### src/pkg/ppa_map.vh
`ifndef PPA_MAP_VH
`define PPA_MAP_VH

// Register byte offsets
`define PPA_OFS_IFCFG 8'h00
`define PPA_OFS_ADCFG 8'h04
`define PPA_OFS_FLAGCFG 8'h08
`define PPA_OFS_XFER 8'h0C
`define PPA_OFS_SIZE 8'h10
`define PPA_OFS_THR0 8'h14
`define PPA_OFS_STATUS 8'h24

// Registers reachable from the interface pins
`define PPA_XREG_XFER 8'h80
`define PPA_XREG_SIZE 8'h81

// Interface config fields
`define PPA_CFG_PPMODE 0
`define PPA_CFG_SYNC 1
`define PPA_CFG_CLKINT 2
`define PPA_CFG_NEGEDGE 3
`define PPA_CFG_BIGEND 4
`define PPA_CFG_WIDTH 5
`define PPA_CFG_MUX 7
`define PPA_CFG_MASTER 8
`define PPA_CFG_TSEL 9
`define PPA_CFG_LINES 16

// Thread select sources
`define PPA_TSEL_ADDR 2'h0
`define PPA_TSEL_STATE 2'h1
`define PPA_TSEL_DATA 2'h2

// Address/data config fields
`define PPA_AD_THREAD 0
`define PPA_AD_MADDR 8

// Transfer select and thread config fields
`define PPA_XFER_DIR 8
`define PPA_THR_WM 8

// Reset values
`define PPA_IFCFG_RST 32'h00000000
`define PPA_ADCFG_RST 32'h00000000
`define PPA_FLAGCFG_RST 16'h3210
`define PPA_THR_RST 16'h0000

// Sizes and timing
`define PPA_MIN_LINES 6'h08
`define PPA_SOCK_CAP 8'h80
`define PPA_MCLK_MHZ 100
`define PPA_LCLK_MAX_MHZ 100

`endif

### src/hw/ppa_sync.v
`timescale 1ns/1ps
`default_nettype none

module ppa_sync #(
    parameter W = 1,
    parameter [W-1:0] RST_VAL = {W{1'b0}}
) (
    // Clock
    input wire mclk,
    input wire rst,
    input wire ce,
    // Data
    input wire [W-1:0] d,
    output wire [W-1:0] q
);

reg [W-1:0] s1_ff;
reg [W-1:0] s2_ff;

genvar i;
generate
    for (i = 0; i < W; i = i + 1) begin : g_bit
        always @(posedge mclk or posedge rst) begin
            if (rst) begin
                s1_ff[i] <= RST_VAL[i];
                s2_ff[i] <= RST_VAL[i];
            end else if (ce) begin
                s1_ff[i] <= d[i];
                s2_ff[i] <= s1_ff[i];
            end
        end
    end
endgenerate

assign q = s2_ff;

endmodule

`default_nettype wire

### src/hw/ppa_top.v
// Operation
// - Eight or more address lines allow processor mode; pins write socket, direction, count
// - Fewer than eight lines force processor mode off and hide registers
// - Two low address lines pick one of four threads and its socket
// - Processor mode uses thread zero, bound to the transfer-select socket
// - Processor mode, address bit 7 high: register access at full address
// - Processor mode, address bit 7 low: data access to programmed socket
// - Mode zero may take the thread from the port state machine
// - Mode zero may take the thread from a config field; socket from thread config
// - A config bit selects asynchronous or synchronous operation
// - Synchronous clock comes from a pin or is generated and driven out
// - Flags come straight from socket fill status, not the state machine
// - Flag follows one thread: empty for read-out, full for written socket
// - Partial flags compare fill level against the thread watermark
// - One config bit makes the port master or slave, never both
// - Address pins are inputs as slave, outputs as master
// - Synchronous mode runs the state machine on the interface clock
// - Interface clock never exceeds 100 MHz
// - Synchronous sampling on rising or falling edge as configured
// - Multibyte words on the pins are little or big endian
// - Data bus width is 8, 16, 24 or 32 bits
// - Multiplexed bus takes the address from data pins under the valid strobe
// - Mode zero spreads sockets modulo four over threads; mode one shares one
`include "ppa_map.vh"
`timescale 1ns/1ps
`default_nettype none

module ppa_top (
    // System
    input wire mclk,
    input wire rst,
    input wire ce,
    // AXI4-Lite slave
    input wire [7:0] s_axi_awaddr,
    input wire s_axi_awvalid,
    output wire s_axi_awready,
    input wire [31:0] s_axi_wdata,
    input wire [3:0] s_axi_wstrb,
    input wire s_axi_wvalid,
    output wire s_axi_wready,
    output wire [1:0] s_axi_bresp,
    output wire s_axi_bvalid,
    input wire s_axi_bready,
    input wire [7:0] s_axi_araddr,
    input wire s_axi_arvalid,
    output wire s_axi_arready,
    output wire [31:0] s_axi_rdata,
    output wire [1:0] s_axi_rresp,
    output wire s_axi_rvalid,
    input wire s_axi_rready,
    // Interface pins
    input wire pin_clk_in,
    output wire pin_clk_out,
    output wire pin_clk_oe_n,
    input wire pin_cs_n,
    input wire pin_we_n,
    input wire pin_rd_n,
    input wire address_valid_strobe_n,
    input wire [7:0] pin_addr_in,
    output wire [7:0] pin_addr_out,
    output wire pin_addr_oe_n,
    input wire [31:0] pin_data_in,
    output wire [31:0] pin_data_out,
    output wire pin_data_oe_n,
    output wire [3:0] flag_out,
    // Port state machine
    input wire [1:0] sm_thread,
    output wire sm_tick,
    // DMA sockets
    input wire [255:0] sock_level,
    input wire [31:0] sock_dir,
    input wire [31:0] dma_rd_data,
    output wire dma_wr_valid,
    output wire [31:0] dma_wr_data,
    output wire dma_rd_req,
    output wire [1:0] dma_thread,
    output wire [4:0] dma_socket
);

localparam LCLK_HALF = (`PPA_MCLK_MHZ + 2 * `PPA_LCLK_MAX_MHZ - 1) / (2 * `PPA_LCLK_MAX_MHZ);
localparam [3:0] HALF_M1 = LCLK_HALF[3:0] - 4'h1;
localparam [44:0] SYNC_RST = {1'b0, 4'hF, 40'h0};

function [31:0] ppa_fmt;
    input [31:0] d;
    input [1:0] w;
    input big;
    begin
        case (w)
            2'h0: ppa_fmt = {24'h0, d[7:0]};
            2'h1: ppa_fmt = big ? {16'h0, d[7:0], d[15:8]} : {16'h0, d[15:0]};
            2'h2: ppa_fmt = big ? {8'h0, d[7:0], d[15:8], d[23:16]} : {8'h0, d[23:0]};
            default: ppa_fmt = big ? {d[7:0], d[15:8], d[23:16], d[31:24]} : d;
        endcase
    end
endfunction

function [31:0] ppa_merge;
    input [31:0] old;
    input [31:0] d;
    input [3:0] strb;
    integer k;
    begin
        ppa_merge = old;
        for (k = 0; k < 4; k = k + 1) begin
            if (strb[k]) begin
                ppa_merge[8*k +: 8] = d[8*k +: 8];
            end
        end
    end
endfunction

// Synchronised pins
wire [44:0] pins_s;
wire clk_s = pins_s[44];
wire cs_n_s = pins_s[43];
wire we_n_s = pins_s[42];
wire rd_n_s = pins_s[41];
wire strobe_n_s = pins_s[40];
wire [7:0] addr_s = pins_s[39:32];
wire [31:0] data_s = pins_s[31:0];

ppa_sync #(.W(45), .RST_VAL(SYNC_RST)) u_sync (
    .mclk(mclk),
    .rst(rst),
    .ce(ce),
    .d({pin_clk_in, pin_cs_n, pin_we_n, pin_rd_n, address_valid_strobe_n, pin_addr_in, pin_data_in}),
    .q(pins_s)
);

// Registers
reg [31:0] ifcfg_ff;
reg [31:0] adcfg_ff;
reg [15:0] flagcfg_ff;
reg [8:0] xfer_ff;
reg [31:0] size_ff;
reg [15:0] thr_ff [0:3];
reg [3:0] flag_ff;

wire processor_port_mode_select = ifcfg_ff[`PPA_CFG_PPMODE];
wire sync_mode = ifcfg_ff[`PPA_CFG_SYNC];
wire clk_int = ifcfg_ff[`PPA_CFG_CLKINT];
wire neg_edge = ifcfg_ff[`PPA_CFG_NEGEDGE];
wire big_end = ifcfg_ff[`PPA_CFG_BIGEND];
wire [1:0] bus_w = ifcfg_ff[`PPA_CFG_WIDTH+1:`PPA_CFG_WIDTH];
wire mux_mode = ifcfg_ff[`PPA_CFG_MUX];
wire master = ifcfg_ff[`PPA_CFG_MASTER];
wire [1:0] tsel = ifcfg_ff[`PPA_CFG_TSEL+1:`PPA_CFG_TSEL];
wire lines_ok = ifcfg_ff[`PPA_CFG_LINES+5:`PPA_CFG_LINES] >= `PPA_MIN_LINES;

// Interface clock
reg [3:0] div_ff;
reg clk_gen_ff;
reg lclk_prev_ff;
wire gen_on = sync_mode & clk_int;
wire lclk = clk_int ? clk_gen_ff : clk_s;
wire l_rise = lclk & ~lclk_prev_ff;
wire l_fall = ~lclk & lclk_prev_ff;
wire ev = sync_mode ? (neg_edge ? l_fall : l_rise) : 1'b1;

always @(posedge mclk or posedge rst) begin
    if (rst) begin
        div_ff <= 4'h0;
        clk_gen_ff <= 1'b0;
        lclk_prev_ff <= 1'b0;
    end else if (ce) begin
        lclk_prev_ff <= lclk;
        if (!gen_on) begin
            div_ff <= 4'h0;
            clk_gen_ff <= 1'b0;
        end else if (div_ff == HALF_M1) begin
            div_ff <= 4'h0;
            clk_gen_ff <= ~clk_gen_ff;
        end else begin
            div_ff <= div_ff + 4'h1;
        end
    end
end

assign pin_clk_out = clk_gen_ff;
assign pin_clk_oe_n = ~gen_on;
assign sm_tick = ev;

// Thread and socket selection
wire [4:0] thr_sock [0:3];
genvar t;
generate
    for (t = 0; t < 4; t = t + 1) begin : g_thr
        wire [1:0] tn = t;
        assign thr_sock[t] = {thr_ff[t][4:2], tn};
    end
endgenerate

reg [7:0] alat_ff;
wire [7:0] acc_addr = mux_mode ? alat_ff : addr_s;
reg [1:0] act_thr;
always @* begin
    if (processor_port_mode_select) begin
        act_thr = 2'h0;
    end else begin
        case (tsel)
            `PPA_TSEL_ADDR: act_thr = acc_addr[1:0];
            `PPA_TSEL_STATE: act_thr = sm_thread;
            `PPA_TSEL_DATA: act_thr = adcfg_ff[`PPA_AD_THREAD+1:`PPA_AD_THREAD];
            default: act_thr = 2'h0;
        endcase
    end
end
wire [4:0] act_sock = processor_port_mode_select ? xfer_ff[4:0] : thr_sock[act_thr];

// Pin access decode, slave only
reg we_prev_ff;
reg rd_prev_ff;
wire slave_sel = ~master & ~cs_n_s & strobe_n_s;
wire wr_ev = slave_sel & (sync_mode ? (ev & ~we_n_s) : (we_n_s & ~we_prev_ff));
wire rd_ev = slave_sel & (sync_mode ? (ev & ~rd_n_s) : (~rd_n_s & rd_prev_ff));
wire reg_acc = processor_port_mode_select & acc_addr[7];
wire [31:0] wr_word = ppa_fmt(data_s, bus_w, big_end);
reg [31:0] xrd_word;
always @* begin
    case (acc_addr)
        `PPA_XREG_XFER: xrd_word = {23'h0, xfer_ff};
        `PPA_XREG_SIZE: xrd_word = size_ff;
        default: xrd_word = 32'h00000000;
    endcase
end

reg [31:0] pdo_ff;
reg dwr_ff;
reg drd_ff;
reg [31:0] dwd_ff;
reg [1:0] dthr_ff;
reg [4:0] dsock_ff;

always @(posedge mclk or posedge rst) begin
    if (rst) begin
        we_prev_ff <= 1'b1;
        rd_prev_ff <= 1'b1;
        alat_ff <= 8'h00;
        pdo_ff <= 32'h00000000;
        dwr_ff <= 1'b0;
        drd_ff <= 1'b0;
        dwd_ff <= 32'h00000000;
        dthr_ff <= 2'h0;
        dsock_ff <= 5'h00;
    end else if (ce) begin
        we_prev_ff <= we_n_s;
        rd_prev_ff <= rd_n_s;
        if (mux_mode && !strobe_n_s && !cs_n_s && ev) begin
            alat_ff <= data_s[7:0];
        end
        dwr_ff <= wr_ev & ~reg_acc;
        drd_ff <= rd_ev & ~reg_acc;
        if ((wr_ev | rd_ev) && !reg_acc) begin
            dthr_ff <= act_thr;
            dsock_ff <= act_sock;
        end
        if (wr_ev && !reg_acc) begin
            dwd_ff <= wr_word;
        end
        if (rd_ev) begin
            pdo_ff <= ppa_fmt(reg_acc ? xrd_word : dma_rd_data, bus_w, big_end);
        end
    end
end

assign dma_wr_valid = dwr_ff;
assign dma_wr_data = dwd_ff;
assign dma_rd_req = drd_ff;
assign dma_thread = dthr_ff;
assign dma_socket = dsock_ff;
assign pin_data_out = pdo_ff;
assign pin_data_oe_n = ~(slave_sel & ~rd_n_s);
assign pin_addr_out = adcfg_ff[`PPA_AD_MADDR+7:`PPA_AD_MADDR];
assign pin_addr_oe_n = ~master;

// Flags from socket status
generate
    for (t = 0; t < 4; t = t + 1) begin : g_flag
        wire [1:0] fthr = flagcfg_ff[4*t +: 2];
        wire part = flagcfg_ff[4*t+2];
        wire [4:0] fs = processor_port_mode_select ? xfer_ff[4:0] : thr_sock[fthr];
        wire [7:0] lvl = sock_level[8*fs +: 8];
        wire [7:0] wm = thr_ff[processor_port_mode_select ? 2'h0 : fthr][`PPA_THR_WM+7:`PPA_THR_WM];
        wire fill_dir = sock_dir[fs];
        wire nxt_flag = fill_dir ? (part ? (lvl >= `PPA_SOCK_CAP - wm) : (lvl == `PPA_SOCK_CAP))
                                 : (part ? (lvl <= wm) : (lvl == 8'h00));
        always @(posedge mclk or posedge rst) begin
            if (rst) begin
                flag_ff[t] <= 1'b0;
            end else if (ce && ev) begin
                flag_ff[t] <= nxt_flag;
            end
        end
    end
endgenerate

assign flag_out = flag_ff;

// AXI4-Lite slave
reg aw_ff;
reg w_ff;
reg [7:0] awa_ff;
reg [31:0] wd_ff;
reg [3:0] ws_ff;
reg bv_ff;
reg [1:0] br_ff;
reg rv_ff;
reg [31:0] rd_ff;
reg [1:0] rr_ff;

assign s_axi_awready = ce & ~aw_ff;
assign s_axi_wready = ce & ~w_ff;
assign s_axi_arready = ce & ~rv_ff;
assign s_axi_bvalid = bv_ff;
assign s_axi_bresp = br_ff;
assign s_axi_rvalid = rv_ff;
assign s_axi_rdata = rd_ff;
assign s_axi_rresp = rr_ff;

wire do_wr = aw_ff & w_ff & ~bv_ff;
wire wr_thr = awa_ff >= `PPA_OFS_THR0 && awa_ff < `PPA_OFS_STATUS && awa_ff[1:0] == 2'h0;
wire [1:0] wr_ti = awa_ff[3:2] - 2'h1;
wire [31:0] nxt_ifcfg = ppa_merge(ifcfg_ff, wd_ff, ws_ff);
wire nxt_lines_ok = nxt_ifcfg[`PPA_CFG_LINES+5:`PPA_CFG_LINES] >= `PPA_MIN_LINES;
wire [31:0] nxt_thr = ppa_merge({16'h0, thr_ff[wr_ti]}, wd_ff, ws_ff) & 32'h0000FF1F;
wire [31:0] nxt_flagcfg = ppa_merge({16'h0, flagcfg_ff}, wd_ff, ws_ff);
wire [31:0] nxt_xfer = ppa_merge({23'h0, xfer_ff}, wd_ff, ws_ff);

reg [31:0] ard;
reg aok;
wire ar_thr = s_axi_araddr >= `PPA_OFS_THR0 && s_axi_araddr < `PPA_OFS_STATUS && s_axi_araddr[1:0] == 2'h0;
wire [1:0] ar_ti = s_axi_araddr[3:2] - 2'h1;
always @* begin
    ard = 32'h00000000;
    aok = 1'b1;
    if (ar_thr) begin
        ard = {16'h0, thr_ff[ar_ti]};
    end else begin
        case (s_axi_araddr)
            `PPA_OFS_IFCFG: ard = ifcfg_ff;
            `PPA_OFS_ADCFG: ard = adcfg_ff;
            `PPA_OFS_FLAGCFG: ard = {16'h0, flagcfg_ff};
            `PPA_OFS_XFER: ard = {23'h0, xfer_ff};
            `PPA_OFS_SIZE: ard = size_ff;
            `PPA_OFS_STATUS: ard = {20'h0, flag_ff, 1'b0, act_thr, act_sock};
            default: aok = 1'b0;
        endcase
    end
end

integer j;
always @(posedge mclk or posedge rst) begin
    if (rst) begin
        aw_ff <= 1'b0;
        w_ff <= 1'b0;
        awa_ff <= 8'h00;
        wd_ff <= 32'h00000000;
        ws_ff <= 4'h0;
        bv_ff <= 1'b0;
        br_ff <= 2'h0;
        rv_ff <= 1'b0;
        rd_ff <= 32'h00000000;
        rr_ff <= 2'h0;
        ifcfg_ff <= `PPA_IFCFG_RST;
        adcfg_ff <= `PPA_ADCFG_RST;
        flagcfg_ff <= `PPA_FLAGCFG_RST;
        xfer_ff <= 9'h000;
        size_ff <= 32'h00000000;
        for (j = 0; j < 4; j = j + 1) begin
            thr_ff[j] <= `PPA_THR_RST | j[15:0];
        end
    end else if (ce) begin
        if (s_axi_awvalid && !aw_ff) begin
            aw_ff <= 1'b1;
            awa_ff <= s_axi_awaddr;
        end
        if (s_axi_wvalid && !w_ff) begin
            w_ff <= 1'b1;
            wd_ff <= s_axi_wdata;
            ws_ff <= s_axi_wstrb;
        end
        if (s_axi_bready && bv_ff) begin
            bv_ff <= 1'b0;
        end
        if (do_wr) begin
            aw_ff <= 1'b0;
            w_ff <= 1'b0;
            bv_ff <= 1'b1;
            br_ff <= 2'h0;
            if (wr_thr) begin
                thr_ff[wr_ti] <= nxt_thr[15:0];
            end else begin
                case (awa_ff)
                    `PPA_OFS_IFCFG: begin
                        ifcfg_ff <= nxt_ifcfg & {31'h7FFFFFFF, nxt_lines_ok};
                    end
                    `PPA_OFS_ADCFG: adcfg_ff <= ppa_merge(adcfg_ff, wd_ff, ws_ff);
                    `PPA_OFS_FLAGCFG: flagcfg_ff <= nxt_flagcfg[15:0];
                    `PPA_OFS_XFER: xfer_ff <= nxt_xfer[8:0];
                    `PPA_OFS_SIZE: size_ff <= ppa_merge(size_ff, wd_ff, ws_ff);
                    default: br_ff <= 2'h2;
                endcase
            end
        end
        if (!lines_ok && !(do_wr && awa_ff == `PPA_OFS_IFCFG)) begin
            ifcfg_ff[`PPA_CFG_PPMODE] <= 1'b0;
        end
        if (wr_ev && reg_acc) begin
            if (acc_addr == `PPA_XREG_XFER) begin
                xfer_ff <= wr_word[8:0];
            end else if (acc_addr == `PPA_XREG_SIZE) begin
                size_ff <= wr_word;
            end
        end
        if (rv_ff && s_axi_rready) begin
            rv_ff <= 1'b0;
        end else if (s_axi_arvalid && !rv_ff) begin
            rv_ff <= 1'b1;
            rd_ff <= ard;
            rr_ff <= aok ? 2'h0 : 2'h2;
        end
    end
end

endmodule

`default_nettype wire

### config.mk
export PLATFORM = sky130hd
export DESIGN_NAME = ppa_top
export DESIGN_NICKNAME = d
export VERILOG_FILES = /design/src/hw/ppa_sync.v /design/src/hw/ppa_top.v
export VERILOG_INCLUDE_DIRS = /design/src /design/src/pkg
export SDC_FILE = /design/constraint.sdc
export NUM_CORES = 2
export LEC_CHECK = 0
export BUFFER_PORTS_ARGS = -buffer_cell sky130_fd_sc_hd__buf_2
export CAP_MARGIN = 40
export CORE_MARGIN = 2
export CORE_UTILIZATION = 50
export CTS_CLUSTER_DIAMETER = 60
export DETAILED_ROUTE_END_ITERATION = 16
export PLACE_DENSITY = 0.72
export SYNTH_ARGS = -nofsm -noshare
export SYNTH_HDL_FRONTEND = slang
export SYNTH_HIERARCHICAL = 1
export SYNTH_SLANG_ARGS = --single-unit
### constraint.sdc
create_clock -name mclk -period 18.4 [get_ports mclk]
set_input_delay 2.76 -clock mclk [delete_from_list [all_inputs] [get_ports mclk]]
set_output_delay 2.76 -clock mclk [all_outputs]
set_load 0.01 [all_outputs]
==> run metrics <==
status completed; Critical Path Stages 3; clk_skew 0.02493 ns; GRT Total Usage 0.3489; Data arrival, critical path 3.54 ns; Layout Cells excl Fill 4388; power density cells 97.99 mW/mm²; critical path required time 15.64 ns; core area 0.06823 mm²; initial DRC count 4070; TNS Setup 0 ns; hold_buf cts 0; Int Pwr 2.415 mW; Worst Path Buf+Inv 2; Mapped Area 0.03429 mm²; reg2reg path depth 15; Slew HR 0.2997; sequential share of power 0.350; max incr delay on CP 0.37 ns; fin crit period 6.297 ns; Worst VDD drop 0.06596 mV; Worst Max-Slew Pin Slew 1.050 ns; Async S/R FF share, synth 1.000; RSZ-0062 raised after global routing no; port buffer count 555; Worst Setup Start Kind input port; CP max-delay cell clkbuf_8; # rows 96; critical path type in -> out; TritonCTS Buffers 48; CTS tree built; Root Buffer clkbuf_16; Clock Power Share 0.263; top cell type's share of synthesized area 0.3065; crit path cell chain clkbuf_8 > nor2b_1 > buf_2; die area 0.07070 mm²; most frequent cells in the layout 556 x buf_2, 417 x dfrtp_1, 346 x nand2_1, 323 x mux4_2, 212 x mux2i_1; GPL Wtd Cong 1.005; #FFs+latches synth 438; Comb pwr share 0.387; first-pass GRT wire length 184800 µm; H-tree depth 2; CTS resizes 0; Final Cycle Share 0.3422; DP Area 0.03753 mm²; share of layout cells above drive strength 1 0.3893; initial antenna violation count 57; vias 29661; maximum clock frequency 0.1588 GHz; IO Pins 558; Nets 3922; clock sink count 438; synthesized area per cell 11.49 µm²; # DRC 0; CP max FO 47; Post CTS Setup Buffer Count 0; Psw 1.435 mW; clk buf depth 3; HP Class reg -> reg; Synth Instances 2985; Via density 6.760; Switching Share 0.3727; Largest delay share family, worst path buffers and inverters; leak pwr 18.36 nW; Post-synth EDFFs 0; Hold Slack 0.4760 ns; Final Hold Vio Count 0; GR Overflow Total 0; routed len/inst 28.74 µm; Critical Path End Type primary output; most common cell after layout, fill and taps aside buf_2; area grow syn2layout 14.58%; Initial Utilization 0.5027; ys flop type dfrtp_1; Synth area leader dfrtp_1; DP HPWL 95010 µm; YS warnings 6; Post-Route WL 126100 µm; vias in the first global route 28084; Synth cell types 78; DR pass1 iterations 6; Fillers 5719; Routed Antenna Nets 0; clk_lat worst skew 0.60 ns; Inst Count DP 4249; Die W 265.9 µm; final setup fails 0; Final Max Tran Viols 0; largest net degree at the start of global routing 167; Chip Height 265.9 µm; register area share after synthesis 0.3203; top post-synthesis cells by area dfrtp_1 31%, mux4_2 21%, mux2i_1 6.4%; hold depth 2; clock-pin slew on the worst setup and hold paths 0.06 ns; final instance area 0.03929 mm²; max_cap viols 0
## final timing paths
kind                                              from                           to  slack (ns)
hold reg to reg            s_axi_rdata[16]$_DFFE_PP0P_  s_axi_rdata[16]$_DFFE_PP0P_        0.48
min in group asynchronous                          rst  u_sync/s1_ff[6]$_DFFE_PP0P_        2.22
setup / recovery                                    ce                 s_axi_wready       12.10
setup reg to reg               ifcfg_ff[0]$_DFFE_PP0P_      flag_out[2]$_DFFE_PP0P_       12.79
max in group asynchronous                          rst      size_ff[10]$_DFFE_PP0P_       14.57
hold / removal             s_axi_rdata[16]$_DFFE_PP0P_  s_axi_rdata[16]$_DFFE_PP0P_        0.48
## state kept, by name, indices dropped and copies added, names as in the netlist, 32 cells and up
register      count
adcfg_ff         32
dma_wr_data      32
ifcfg_ff         32
pin_data_out     32
s_axi_rdata      32
size_ff          32
thr_ff           52
u_sync/q         45
u_sync/s1_ff     45
wd_ff            32
## cell families (layout without fill, tap and decap cells)
family | count (synthesis) | in the layout | share of synthesized area
muxes | 828 | 828 | 0.3837
and+or+nand+nor | 701 | 701 | 0.09205
AOI/OAI and AO/OA | 637 | 637 | 0.1247
DFF | 438 | 438 | 0.3203
buffers and inverters | 274 | 743 | 0.04356
adders and majority gates | 78 | 78 | 0.02846
xor gates and xnor gates | 28 | 28 | 0.007151
other | 1 | 53 | 0.0001093
## routing by layer
layer,share of wire,wire [µm],up-vias,GRT usage
li1,-,-,12544,-
met1,0.38,47590,14572,0.4721
met2,0.45,56260,2096,0.5278
met3,0.12,15200,419,0.08919
met4,0.055,6883,30,0.1634
met5,0.0015,195,-,0
## metrics by stage
step,total power [mW],setup WS [ns],utilization
2_1_floorplan,2.307,6.006,-
3_3_place_gp,2.769,12.11,0.5474
3_5_place_dp,2.812,12.13,0.5501
4_1_cts,3.825,12.13,0.5741
5_1_grt,4.028,12.07,0.5753
6_report,3.850,12.10,0.5759
## layout make-up
type	instances	area, µm²	area share
multi-input combinational	2274	21910	0.5575
timing repair buffer	620	3390	0.08626
tap	882	1104	0.02808
clock buffer	67	1374	0.03496
sequential	438	10990	0.2796
antenna	51	127.6	0.003248
clock inverter	21	261.5	0.006655
inverter	35	145.1	0.003694
## cells in the mapped netlist (all sizes together), types with 78 or more instances
library cell	n
a21oi	120
ha	78
mux4	326
nand2	346
dfrtp	420
buf	123
o21ai	166
mux2i	232
clkbuf	116
nor2	161
mux2	270
a22o	83
## power by group through the flow
stage	sequential [mW]	combinational [mW]	clock, mW
after floorplan	1.24	1.07	0
after global placement	1.35	1.42	0
after detailed placement	1.35	1.46	0
after CTS	1.34	1.47	1.02
after global routing	1.36	1.61	1.06
final	1.35	1.49	1.01
## worst register-to-register path, cell delays in order (launching register included)
cell      delay (ns)
dfrtp_2         0.66
buf_4           0.48
mux2i_4         0.31
buf_4           0.59
buf_4           0.77
mux4_2          0.40
mux2i_1         0.08
a221oi_1        0.89
ha_1            0.41
o21a_1          0.11
o21ai_0         0.13
nand2b_1        0.07
a21oi_1         0.13
o21ai_0         0.09
a32o_1          0.26
o211ai_1        0.15
Power figures use the tool's default switching activity.
